===== src/rtl/oamd_pkg.sv =====
// Package for the OR / load / copy instruction decoder
package oamd_pkg;
    localparam int INSTR_W    = 14;
    localparam int DATA_W     = 8;
    localparam int ADDR_W     = 7;
    // Field positions inside an instruction word
    localparam int CLASS_MSB  = 13;
    localparam int CLASS_LSB  = 12;
    localparam int OP_MSB     = 11;
    localparam int OP_LSB     = 8;
    localparam int LOAD_LSB   = 10;
    localparam int DEST_BIT   = 7;
    // Opcode fields
    localparam logic [1:0] CLASS_BYTE    = 2'h0;
    localparam logic [1:0] CLASS_LITERAL = 2'h3;
    localparam logic [3:0] OP_OR         = 4'h4;
    localparam logic [3:0] OP_COPY       = 4'h8;
    localparam logic [1:0] OP_LOAD_HI    = 2'h0;
    localparam logic [DATA_W-1:0] ACC_RESET = 8'h00;

    typedef enum logic [1:0] {
        OAMD_PH_DECODE  = 2'b00,
        OAMD_PH_READ    = 2'b01,
        OAMD_PH_PROCESS = 2'b10,
        OAMD_PH_WRITE   = 2'b11
    } oamd_phase_type;

    typedef enum logic [1:0] {
        OAMD_OP_NONE = 2'b00,
        OAMD_OP_OR   = 2'b01,
        OAMD_OP_LOAD = 2'b10,
        OAMD_OP_COPY = 2'b11
    } oamd_op_type;

    typedef struct packed {
        logic              valid;
        logic [INSTR_W-1:0] word;
    } oamd_instr_type;

    typedef struct packed {
        logic              rd;
        logic              wr;
        logic [ADDR_W-1:0] addr;
        logic [DATA_W-1:0] wdata;
    } oamd_file_req_type;

    typedef struct packed {
        oamd_phase_type     phase;
        oamd_op_type        op;
        logic               to_reg;
        logic [ADDR_W-1:0]  addr;
        logic [DATA_W-1:0]  operand;
        logic [DATA_W-1:0]  result;
        logic [DATA_W-1:0]  acc;
        logic               zero;
        logic               busy;
        logic               done;
        oamd_file_req_type  req;
    } oamd_state_type;
endpackage : oamd_pkg

===== src/rtl/oamd_core.sv =====
// Four-phase executor for OR, load-immediate and copy instructions
module oamd_core (
    input  wire logic                       CLK,      // Core clock
    input  wire logic                       SRST,     // Sync reset, active high
    input  wire oamd_pkg::oamd_instr_type   INSTR,    // Instruction offered
    output logic                            READY,    // Taking a word at decode
    input  wire logic [oamd_pkg::DATA_W-1:0] FILE_RDATA, // Register read data
    output oamd_pkg::oamd_file_req_type     FILE_REQ, // Register file access
    output logic [oamd_pkg::DATA_W-1:0]     ACC,      // Accumulator
    output logic                            ZERO,     // Zero flag
    output logic                            DONE      // Pulse: instruction retired
);
    import oamd_pkg::*;

    // Fields of the offered word
    logic [1:0]          word_class;
    logic [3:0]          word_op;
    logic [1:0]          word_load_hi;
    logic                word_dest;
    logic [ADDR_W-1:0]   word_addr;
    logic [DATA_W-1:0]   word_literal;

    // Kind of the offered word
    logic                is_or;
    logic                is_copy;
    logic                is_load;
    logic                reads_file;
    oamd_op_type         word_kind;

    // Helpers for the phase being executed
    oamd_phase_type      phase_after;
    logic                touches_zero;
    logic                writes_file;
    logic                writes_acc;
    logic                retires;
    logic [DATA_W-1:0]   or_value;
    logic [DATA_W-1:0]   bits_seen;
    logic                result_zero;
    oamd_file_req_type   read_req;
    oamd_file_req_type   write_req;

    oamd_state_type      state;
    oamd_state_type      next_state;

    assign READY    = (state.phase == OAMD_PH_DECODE);
    assign FILE_REQ = state.req;
    assign ACC      = state.acc;
    assign ZERO     = state.zero;
    assign DONE     = state.done;

    assign word_class   = INSTR.word[CLASS_MSB:CLASS_LSB];
    assign word_op      = INSTR.word[OP_MSB:OP_LSB];
    assign word_load_hi = INSTR.word[OP_MSB:LOAD_LSB];
    assign word_dest    = INSTR.word[DEST_BIT];
    assign word_addr    = INSTR.word[ADDR_W-1:0];
    assign word_literal = INSTR.word[DATA_W-1:0];

    // The two low opcode bits of a load never reach a compare
    assign is_or      = (word_class == CLASS_BYTE) && (word_op == OP_OR);
    assign is_copy    = (word_class == CLASS_BYTE) && (word_op == OP_COPY);
    assign is_load    = (word_class == CLASS_LITERAL) && (word_load_hi == OP_LOAD_HI);
    assign reads_file = is_or || is_copy;

    always_comb begin
        if (is_or) begin
            word_kind = OAMD_OP_OR;
        end else if (is_copy) begin
            word_kind = OAMD_OP_COPY;
        end else if (is_load) begin
            word_kind = OAMD_OP_LOAD;
        end else begin
            // Unknown words still take four phases but change nothing
            word_kind = OAMD_OP_NONE;
        end
    end

    // Fixed walk through the four phases, one per clock
    always_comb begin
        unique case (state.phase)
            OAMD_PH_DECODE: begin
                phase_after = OAMD_PH_READ;
            end
            OAMD_PH_READ: begin
                phase_after = OAMD_PH_PROCESS;
            end
            OAMD_PH_PROCESS: begin
                phase_after = OAMD_PH_WRITE;
            end
            OAMD_PH_WRITE: begin
                phase_after = OAMD_PH_DECODE;
            end
        endcase
    end

    always_comb begin
        read_req      = '0;
        read_req.rd   = reads_file;
        read_req.addr = word_addr;
    end

    always_comb begin
        write_req       = '0;
        write_req.wr    = writes_file;
        write_req.addr  = state.addr;
        write_req.wdata = state.result;
    end

    // One OR lane per data bit
    for (genvar lane = 0; lane < DATA_W; lane++) begin : g_or_lane
        assign or_value[lane] = state.acc[lane] | state.operand[lane];
    end

    // Ripple of set bits; the last stage is low only for an all-zero result
    assign bits_seen[0] = state.result[0];
    for (genvar b = 1; b < DATA_W; b++) begin : g_zero
        assign bits_seen[b] = bits_seen[b-1] | state.result[b];
    end
    assign result_zero = ~bits_seen[DATA_W-1];

    assign touches_zero = (state.op == OAMD_OP_OR) || (state.op == OAMD_OP_COPY);
    assign writes_file  = touches_zero && state.to_reg;
    assign writes_acc   = (touches_zero && !state.to_reg)
                          || (state.op == OAMD_OP_LOAD);
    assign retires      = (state.op != OAMD_OP_NONE);

    // One pass per phase; the copy holds whatever a phase leaves alone, except done and req, which clear every cycle
    always_comb begin
        next_state      = state;
        next_state.done = 1'b0;
        next_state.req  = '0;

        unique case (state.phase)
            OAMD_PH_DECODE: begin
                // Phases only advance with a word so an idle core stays at decode
                next_state.op   = OAMD_OP_NONE;
                next_state.busy = 1'b0;
                if (INSTR.valid) begin
                    next_state.busy    = 1'b1;
                    next_state.phase   = phase_after;
                    next_state.op      = word_kind;
                    next_state.to_reg  = word_dest;
                    next_state.addr    = word_addr;
                    // A literal parks in the operand until the process phase
                    next_state.operand = word_literal;
                    if (reads_file) begin
                        next_state.req = read_req;
                    end
                end
            end

            OAMD_PH_READ: begin
                // Register data is taken in the same cycle as the read strobe
                if (touches_zero) begin
                    next_state.operand = FILE_RDATA;
                end
                next_state.phase = phase_after;
            end

            OAMD_PH_PROCESS: begin
                unique case (state.op)
                    OAMD_OP_OR: begin
                        next_state.result = or_value;
                    end
                    OAMD_OP_COPY: begin
                        next_state.result = state.operand;
                    end
                    OAMD_OP_LOAD: begin
                        next_state.result = state.operand;
                    end
                    OAMD_OP_NONE: begin
                        next_state.result = state.result;
                    end
                endcase
                next_state.phase = phase_after;
            end

            OAMD_PH_WRITE: begin
                // Load leaves the zero flag alone
                if (touches_zero) begin
                    next_state.zero = result_zero;
                end
                if (writes_file) begin
                    // Copy rewrites the same value: contents unchanged
                    next_state.req = write_req;
                end
                if (writes_acc) begin
                    next_state.acc = state.result;
                end
                next_state.done  = retires;
                next_state.busy  = 1'b0;
                next_state.phase = phase_after;
            end
        endcase
    end

    // Reset parks the core at decode so a word may follow at once
    always_ff @(posedge CLK) begin
        if (SRST) begin
            state       <= '0;
            state.phase <= OAMD_PH_DECODE;
            state.acc   <= ACC_RESET;
        end else begin
            state <= next_state;
        end
    end
endmodule : oamd_core


===== config.mk =====
export PLATFORM = sky130hd
export DESIGN_NAME = oamd_core
export DESIGN_NICKNAME = d
export VERILOG_FILES = /design/src/rtl/oamd_pkg.sv /design/src/rtl/oamd_core.sv
export SDC_FILE = /design/constraint.sdc
export NUM_CORES = 1
export LEC_CHECK = 0
export BUFFER_PORTS_ARGS = -buffer_cell sky130_fd_sc_hd__buf_4
export CAP_MARGIN = 20
export CORE_ASPECT_RATIO = 0.7
export CORE_UTILIZATION = 48
export CTS_CLUSTER_DIAMETER = 80
export DETAILED_ROUTE_END_ITERATION = 7
export PLACE_DENSITY_LB_ADDON = 0.15
export SLEW_MARGIN = 20
export SYNTH_ARGS = -nofsm -noshare
export SYNTH_HDL_FRONTEND = slang
export SYNTH_SLANG_ARGS = --single-unit

===== constraint.sdc =====
create_clock -name CLK -period 1.8 [get_ports CLK]
set_input_delay 0.36 -clock CLK [delete_from_list [all_inputs] [get_ports CLK]]
set_output_delay 0.36 -clock CLK [all_outputs]
set_load 0.01 [all_outputs]

==> flow_summary.toml, run 1 <==
[yosys]
synth_ff_type = "dfxtp_1"
synth.cell_area_um2 = 2379
synth_area_leader_cell = "dfxtp_1"
synth_nets = 288
synthArstFlopShare = 0
synth_most_common_cell = "dfxtp_1"
synth_common_cells = "55 x dfxtp_1, 34 x nor2_1, 30 x a21oi_1"
syn_avg_cell_area_um2 = 9.219
synth_cells = 258
seq_area_frac_synth = 0.4629
synth-edff-count = 0
yosysWarnings = 0
ys_ff_latch = 55
synth.distinct_cells = 33
synth_top_area_share = 0.4629
ys_top_cells_by_area = "dfxtp_1 46%, buf_4 8.8%, a21oi_1 6.3%"

[worst_setup_path]
timing.rr.end = "FILE_REQ[10]"
path_cells = "inv_1 -> ha_2 -> and2_1 -> nand3_4 -> nor3_4 -> buf_4 -> a22o_1"
cpPeakStageDelay_ns = 0.36
critPathSlowestCell = "dfxtp_1"
arrival_ns = 1.91
reg2reg_depth = 7
cp-start-kind = "flop"
path_class = "reg -> reg"
reg2reg_from = "state[55]"
required_ns = 2.06
cp_max_fo = 9
end_kind = "flop"
ff2ff_setup_slack_ns = 0.15

[floorplanning]
die-area_um2 = 5245
io_pins = 53
die-height_um = 60.90
die_x_um = 86.14
placeableCoreArea_um2 = 4782
start_util = 0.4974
rows = 21

[worst_hold_path]
hold_path_class = "in -> reg"
min_from = "INSTR[5]"
hold_depth = 2
hold_end = "FILE_REQ[13]"

[timing]
fin_crit_sh = 0.9185
max_slew_margin = 0.6891
fin_skew_ns = 0.006332
rsz0062_at_grt = "no"
finalSetupViolations = 0
timing.final.crit_period_ns = 1.653
max_freq_ghz = 0.6048
whs_ns = 0.2866
finalMaxSlewViolations = 0
worst_slew_pin_slew_ns = 0.4621
final_hold_viol_count = 0
fin_tns_setup_ns = 0

[global_routing]
gr-total-overflow = 0
antenna_found_initial = 0
grt_pass1_wl_mm = 7.272
grt_max_degree = 38
grt_use_total = 0.1864
grt_pass1_vias = 1470

[power_and_ir_drop]
power_density_nw_per_um2 = 875.9
peakVddDrop_mv = 0.4317
total_power_mw = 2.403
p_leak_nw = 1.176

[cells_and_area]
num_antenna_cells = 0
area_growth_syn_to_layout_pct = 15.36
final_nets = 317
drive_gt1_frac = 0.2743
nFillCells = 473
seq_area_um2 = 1101
multi_input_area_um2 = 1013
final_cell_area_um2 = 2744

[placed_design]
place_hpwl_mm = 3.184
portBuffers = 52
globalplace.congestion = 0.8160
placed_area_um2 = 2625

[cts]
numCtsBuffers = 5
clockRootBuffer = "clkbuf_8"
tritoncts = "yes"
clkSinkCount = 55
clk_latency_ns = 0.31
clockBufferDepth = 2
hold_buffers = 0
cts.clk_slew.worst_paths_ns = 0.10
htreeDepth = 2

[routing]
vias = 1750
drcViolationCount = 0
routedWlPerCell_um = 13.08
postRouteAntennaNets = 0
via_per_inst = 4.902
routed_wl_mm = 4.670
drt_iter0_drc = 100
drt_pre_antenna_iters = 4

[flow_run]
cap_violations = 0

[outcome]
status = "completed"
==> placed cells by master (no fill, tap or decap) <==
master / count
a22o_1: 7
nand4_1: 1
dfxtp_1: 55
clkbuf_1: 1
clkbuf_8: 5
o32a_1: 1
nand2b_1: 1
mux2i_2: 1
nor4_4: 1
and3b_2: 1
xor2_1: 1
nor2b_2: 1
a211oi_2: 2
nor2b_1: 5
a211oi_1: 14
ha_1: 4
inv_6: 1
o21ai_4: 1
mux2i_1: 8
and2b_4: 1
nor3_4: 1
and2_1: 9
and3_1: 1
nor2_2: 1
nor2_1: 34
nor2_4: 1
nand2_1: 28
nor4_1: 2
buf_4: 59
a21oi_1: 30
ha_2: 1
clkinvlp_4: 1
nand3_4: 1
o21a_1: 2
o21ai_0: 2
inv_1: 2
clkinv_1: 1
==> report_power, final <==
group	internal [mW]	total (mW)	switching, mW
clock	0.280	0.686	0.405
combinational	0.174	0.402	0.228
sequential	1.28	1.32	0.0383
total	1.73	2.40	0.672
==> per-layer routing <==
metal	share of wire	GRT usage	vias to the layer above
met5	0	0	-
met4	0.011	0.06429	0
met3	0.056	0.04218	5
met2	0.43	0.2755	53
met1	0.51	0.2695	789
li1	-	-	903
==> cell families after synthesis <==
family / Yosys count / share of synthesized area
compound gates: 59 / 0.1652
fa+ha+maj: 5 / 0.02630
xor+xnor: 1 / 0.003683
simple gates: 88 / 0.1867
flops: 55 / 0.4629
mux: 9 / 0.03788
buf+inv: 41 / 0.1173
==> flip-flops by register name (all words and copies together) (netlist names) <==
register,count
ACC,8
DONE,1
FILE_REQ,17
ZERO,1
bits_seen,1
state,27
==> worst max-delay path, delay by kind of cell (launching register included) <==
| family | cells | cell delay, ns |
|---|---|---|
| fa+ha+maj | 1 | 0.30 |
| buf+inv | 2 | 0.31 |
| simple gates | 3 | 0.49 |
| flops | 1 | 0.36 |
| compound gates | 1 | 0.15 |
==> metrics by stage <==
stage / setup WS [ns] / cells / util
6_report: 0.1467 / 357 / 0.5738
5_1_grt: 0.04377 / 357 / 0.5738
4_1_cts: 0.06070 / 354 / 0.5675
3_5_place_dp: 0.07621 / 346 / 0.5489
3_3_place_gp: 0.1145 / 346 / 0.5489
2_1_floorplan: 0.1514 / 258 / -
==> area by class of cell <==
type,instances,area share
well taps,69,0.03146
multi-input cells,163,0.3694
inverters,3,0.004104
flip-flops and latches,55,0.4013
clock buffers,6,0.02645
clock inverters,2,0.005928
repair buffers,59,0.1614
==> worst max path at each step <==
stage / slack, ns / to / from
after floorplan: 0.15 / state[42] / state[54]
after global placement: 0.11 / FILE_REQ[14] / state[55]
after global routing: 0.04 / FILE_REQ[10] / state[54]
after CTS: 0.06 / FILE_REQ[14] / state[55]
final: 0.15 / FILE_REQ[10] / state[55]
after detailed placement: 0.08 / state[41] / state[54]
==> timing repair <==
action / 4_1_cts / 5_1_grt
setup buffers: 0 / 2
gates resized for setup: 0 / 3
endpoints found under the setup margin: 0 / 15
No activity file was read; power rests on OpenSTA's default activity.
==> inputs of run 2 (changes only) <==
- CTS_BUF_LIST: not set -> sky130_fd_sc_hd__clkbuf_4
==> flow_summary.toml, run 2 (same netlist as run 1, synthesis figures left out) <==
[placed_design]
portBuffers = 52
place_hpwl_mm = 3.184
globalplace.congestion = 0.8160
place_ws_ns = 0.07621

[power_and_ir_drop]
peakVddDrop_mv = 0.4720
p_leak_nw = 1.173
power_density_nw_per_um2 = 836.3

[worst_hold_path]
hold_path_class = "in -> reg"
min_from = "INSTR[5]"

[cts]
clockBufferDepth = 2
clkSinkCount = 55
clk_latency_ns = 0.37
numCtsBuffers = 5
tritoncts = "yes"
htreeDepth = 2
cts.clk_slew.worst_paths_ns = 0.16
clockRootBuffer = "clkbuf_4"

[timing]
fin_crit_sh = 0.9344
rsz0062_at_grt = "no"
max_slew_margin = 0.6990
final_hold_viol_count = 0
worst_slew_pin_slew_ns = 0.4473
max_freq_ghz = 0.5945
worst_slack_ns = 0.1180
finalSetupViolations = 0
fin_tns_setup_ns = 0
fin_skew_ns = 0.01250
timing.final.crit_period_ns = 1.682
whs_ns = 0.2167
finalMaxSlewViolations = 0

[routing]
routedWlPerCell_um = 12.82
drcViolationCount = 0
drt_pre_antenna_iters = 4
vias = 1735
drt_iter0_drc = 100
routed_wl_mm = 4.578
postRouteAntennaNets = 0
via_per_inst = 4.860

[cells_and_area]
num_antenna_cells = 0
drive_gt1_frac = 0.2813
multi_input_area_um2 = 1018
largest-register = "state"
post-route-util = 0.5693
final_cell_mix = "59 x buf_4, 54 x dfxtp_1, 34 x nor2_1"
largest_register_ffs = 27
final_nets = 317
area_growth_syn_to_layout_pct = 14.47
seq_area_um2 = 1102
nFillCells = 477
mostFrequentLayoutCell = "buf_4"

[worst_setup_path]
required_ns = 1.44
reg2reg_from = "state[55]"
cp-startpoint = "state[55]"
end_kind = "output port"
cp-start-kind = "flop"
arrival_ns = 1.32
path_class = "reg -> out"
cp_max_fo = 9

[global_routing]
gr-total-overflow = 0
grt_use_total = 0.1844
grt_pass1_wl_mm = 7.238
grt_max_degree = 38
antenna_found_initial = 0
grt_pass1_vias = 1467

[floorplanning]
start_util = 0.4974
die_x_um = 86.14
rows = 21
placeableCoreArea_um2 = 4782
io_pins = 53
die-height_um = 60.90
die-area_um2 = 5245

[flow_run]
cap_violations = 0

[outcome]
status = "completed"
[run 2: critical path, stage by stage (launching register included)]
cell and delay, ns:
dfxtp_1 0.38, inv_1 0.13, ha_2 0.30, buf_4 0.16
[run 2: worst paths after layout]
check	end	slack (ns)	cells past startpoint
worst max-delay path	READY	0.12	3
worst min-delay path	FILE_REQ[13]	0.22	2
worst max register to register	FILE_REQ[10]	0.14	7
worst min register to register	state[48]	0.47	2
[run 2: area by class of cell]
class                   count  share of cell area
clock inverters             2            0.005974
inverters                   3            0.004136
multi-input cells         163              0.3741
flip-flops and latches     55              0.4049
well taps                  69             0.03171
clock buffers               6             0.01654
repair buffers             59              0.1627
[run 2: timing repair]
item / CTS / global route
endpoints found under the setup margin: 0 / 16
gates resized for setup: 0 / 5
setup buffers: 0 / 2
hold buffers: 0 / 0
[run 2: power by group]
| part | leakage, nW | total [mW] | switching (mW) | internal, mW |
|---|---|---|---|---|
| Sequential | 0.447 | 1.32 | 0.0378 | 1.28 |
| Clock | 0.0323 | 0.557 | 0.383 | 0.174 |
| Combinational | 0.694 | 0.403 | 0.226 | 0.177 |
| Total | 1.17 | 2.28 | 0.646 | 1.63 |
[run 2: metrics by stage]
| step | cells | instance area, µm² | power (mW) |
|---|---|---|---|
| 2_1_floorplan | 258 | 2379 | 1.603 |
| 3_3_place_gp | 346 | 2625 | 1.706 |
| 3_5_place_dp | 346 | 2625 | 1.715 |
| 4_1_cts | 354 | 2686 | 2.266 |
| 5_1_grt | 357 | 2723 | 2.395 |
| 6_report | 357 | 2723 | 2.277 |
[run 2: layer usage]
metal,up-vias,track usage,part of all wire
met5,-,0,0
met4,0,0.05000,0.0092
met2,46,0.2721,0.43
met1,782,0.2714,0.51
met3,5,0.04218,0.052
li1,902,-,-
==> inputs of run 3 (changes only) <==
- CORE_UTILIZATION: 48 -> 56
- SETUP_SLACK_MARGIN: not set -> 0.15
==> flow_summary.toml, run 3 (same netlist as run 1, synthesis figures left out) <==
[timing]
whs_ns = 0.1960
fin_tns_setup_ns = 0
final_hold_viol_count = 0
rsz0062_at_grt = "no"
fin_crit_sh = 0.8573
max_freq_ghz = 0.6480
fin_skew_ns = 0.01487
timing.final.crit_period_ns = 1.543
worst_slew_pin_slew_ns = 0.4576
finalSetupViolations = 0
max_slew_margin = 0.6921
worst_slack_ns = 0.2568
finalMaxSlewViolations = 0

[worst_setup_path]
arrival_ns = 1.18
path_cells = "inv_2 -> ha_4 -> buf_4"
critPathSlowestCell = "dfxtp_4"
end_kind = "output port"
crit_buf_inv = 2
cp_max_fo = 9
required_ns = 1.44
cp-start-kind = "flop"
cpPeakStageDelay_ns = 0.39
crit_family = "flip-flops"
path_class = "reg -> out"

[routing]
drt_pre_antenna_iters = 4
drt_iter0_drc = 98
postRouteAntennaNets = 0
vias = 1754
routed_wl_mm = 4.621
drcViolationCount = 0
via_per_inst = 5.189
routedWlPerCell_um = 13.67

[worst_hold_path]
hold_path_class = "in -> reg"

[placed_design]
place_ws_ns = 0.05100
place_inst = 328
portBuffers = 52
place_hpwl_mm = 3.221
globalplace.congestion = 0.9276

[global_routing]
gr-total-overflow = 0
grt_max_degree = 29
antenna_found_initial = 0
grt_pass1_vias = 1560
grt_use_total = 0.2213
grt_pass1_wl_mm = 7.569

[cts]
clk_latency_ns = 0.39
numCtsBuffers = 5
clockBufferDepth = 2
htreeDepth = 2
clkSinkCount = 55
cts.clk_slew.worst_paths_ns = 0.16
clockRootBuffer = "clkbuf_4"
tritoncts = "yes"

[cells_and_area]
final_nets = 315
mostFrequentLayoutCell = "buf_4"
drive_gt1_frac = 0.2867
fin_cells = 338
largest_register_ffs = 27
seq_area_um2 = 1106
multi_input_area_um2 = 1025
area_growth_syn_to_layout_pct = 14.68
largest-register = "state"
nFillCells = 347
final_cell_mix = "56 x buf_4, 53 x dfxtp_1, 34 x nor2_1"
num_antenna_cells = 0
post-route-util = 0.6830

[floorplanning]
placeableCoreArea_um2 = 3994
die-area_um2 = 4516
io_pins = 53
die_x_um = 79.90
die-height_um = 56.53
start_util = 0.5956
rows = 19

[power_and_ir_drop]
p_leak_nw = 1.174
power_density_nw_per_um2 = 882.9
peakVddDrop_mv = 0.5334

[flow_run]
cap_violations = 0

[outcome]
status = "completed"
run 3: final cells by class:
class,count,area share
sequential,55,0.4055
inverter,3,0.004128
tap,52,0.02385
multi-input combinational,163,0.3757
timing repair buffer,57,0.1615
clock inverter,3,0.01560
clock buffer,5,0.01376
run 3: final timing paths:
check / from / endpoint / slack, ns / depth (start not counted)
worst max register to register: state[54] / FILE_REQ[7] / 0.26 / 5
worst min register to register: state[49] / state[49] / 0.47 / 2
worst max-delay path: state[54] / READY / 0.26 / 3
worst min-delay path: INSTR[4] / FILE_REQ[12] / 0.20 / 2
run 3: stage by stage:
step / power [mW] / area (µm²)
floorplan: 1.603 / 2379
global placement: 1.700 / 2596
detailed placement: 1.710 / 2596
CTS: 2.395 / 2681
global route: 2.543 / 2728
finish: 2.408 / 2728
run 3: power by group:
group	leakage [nW]	internal [mW]	switching (mW)
combinational	0.683	0.171	0.227
sequential	0.447	1.28	0.0398
clock	0.0432	0.294	0.396
total	1.17	1.75	0.663
run 3: repair_timing:
item / 4_1_cts / 5_1_grt
hold buffers: 0 / 0
setup buffers: 0 / 1
pin swaps: 1 / 2
gates cloned: 0 / 1
resized for setup: 3 / 7
endpoints found under the setup margin: 16 / 21
run 3: routing by layer:
metal,global-route usage,part of all wire
met5,0,0
met4,0.1020,0.016
met3,0.04878,0.053
met2,0.3114,0.44
met1,0.3198,0.49
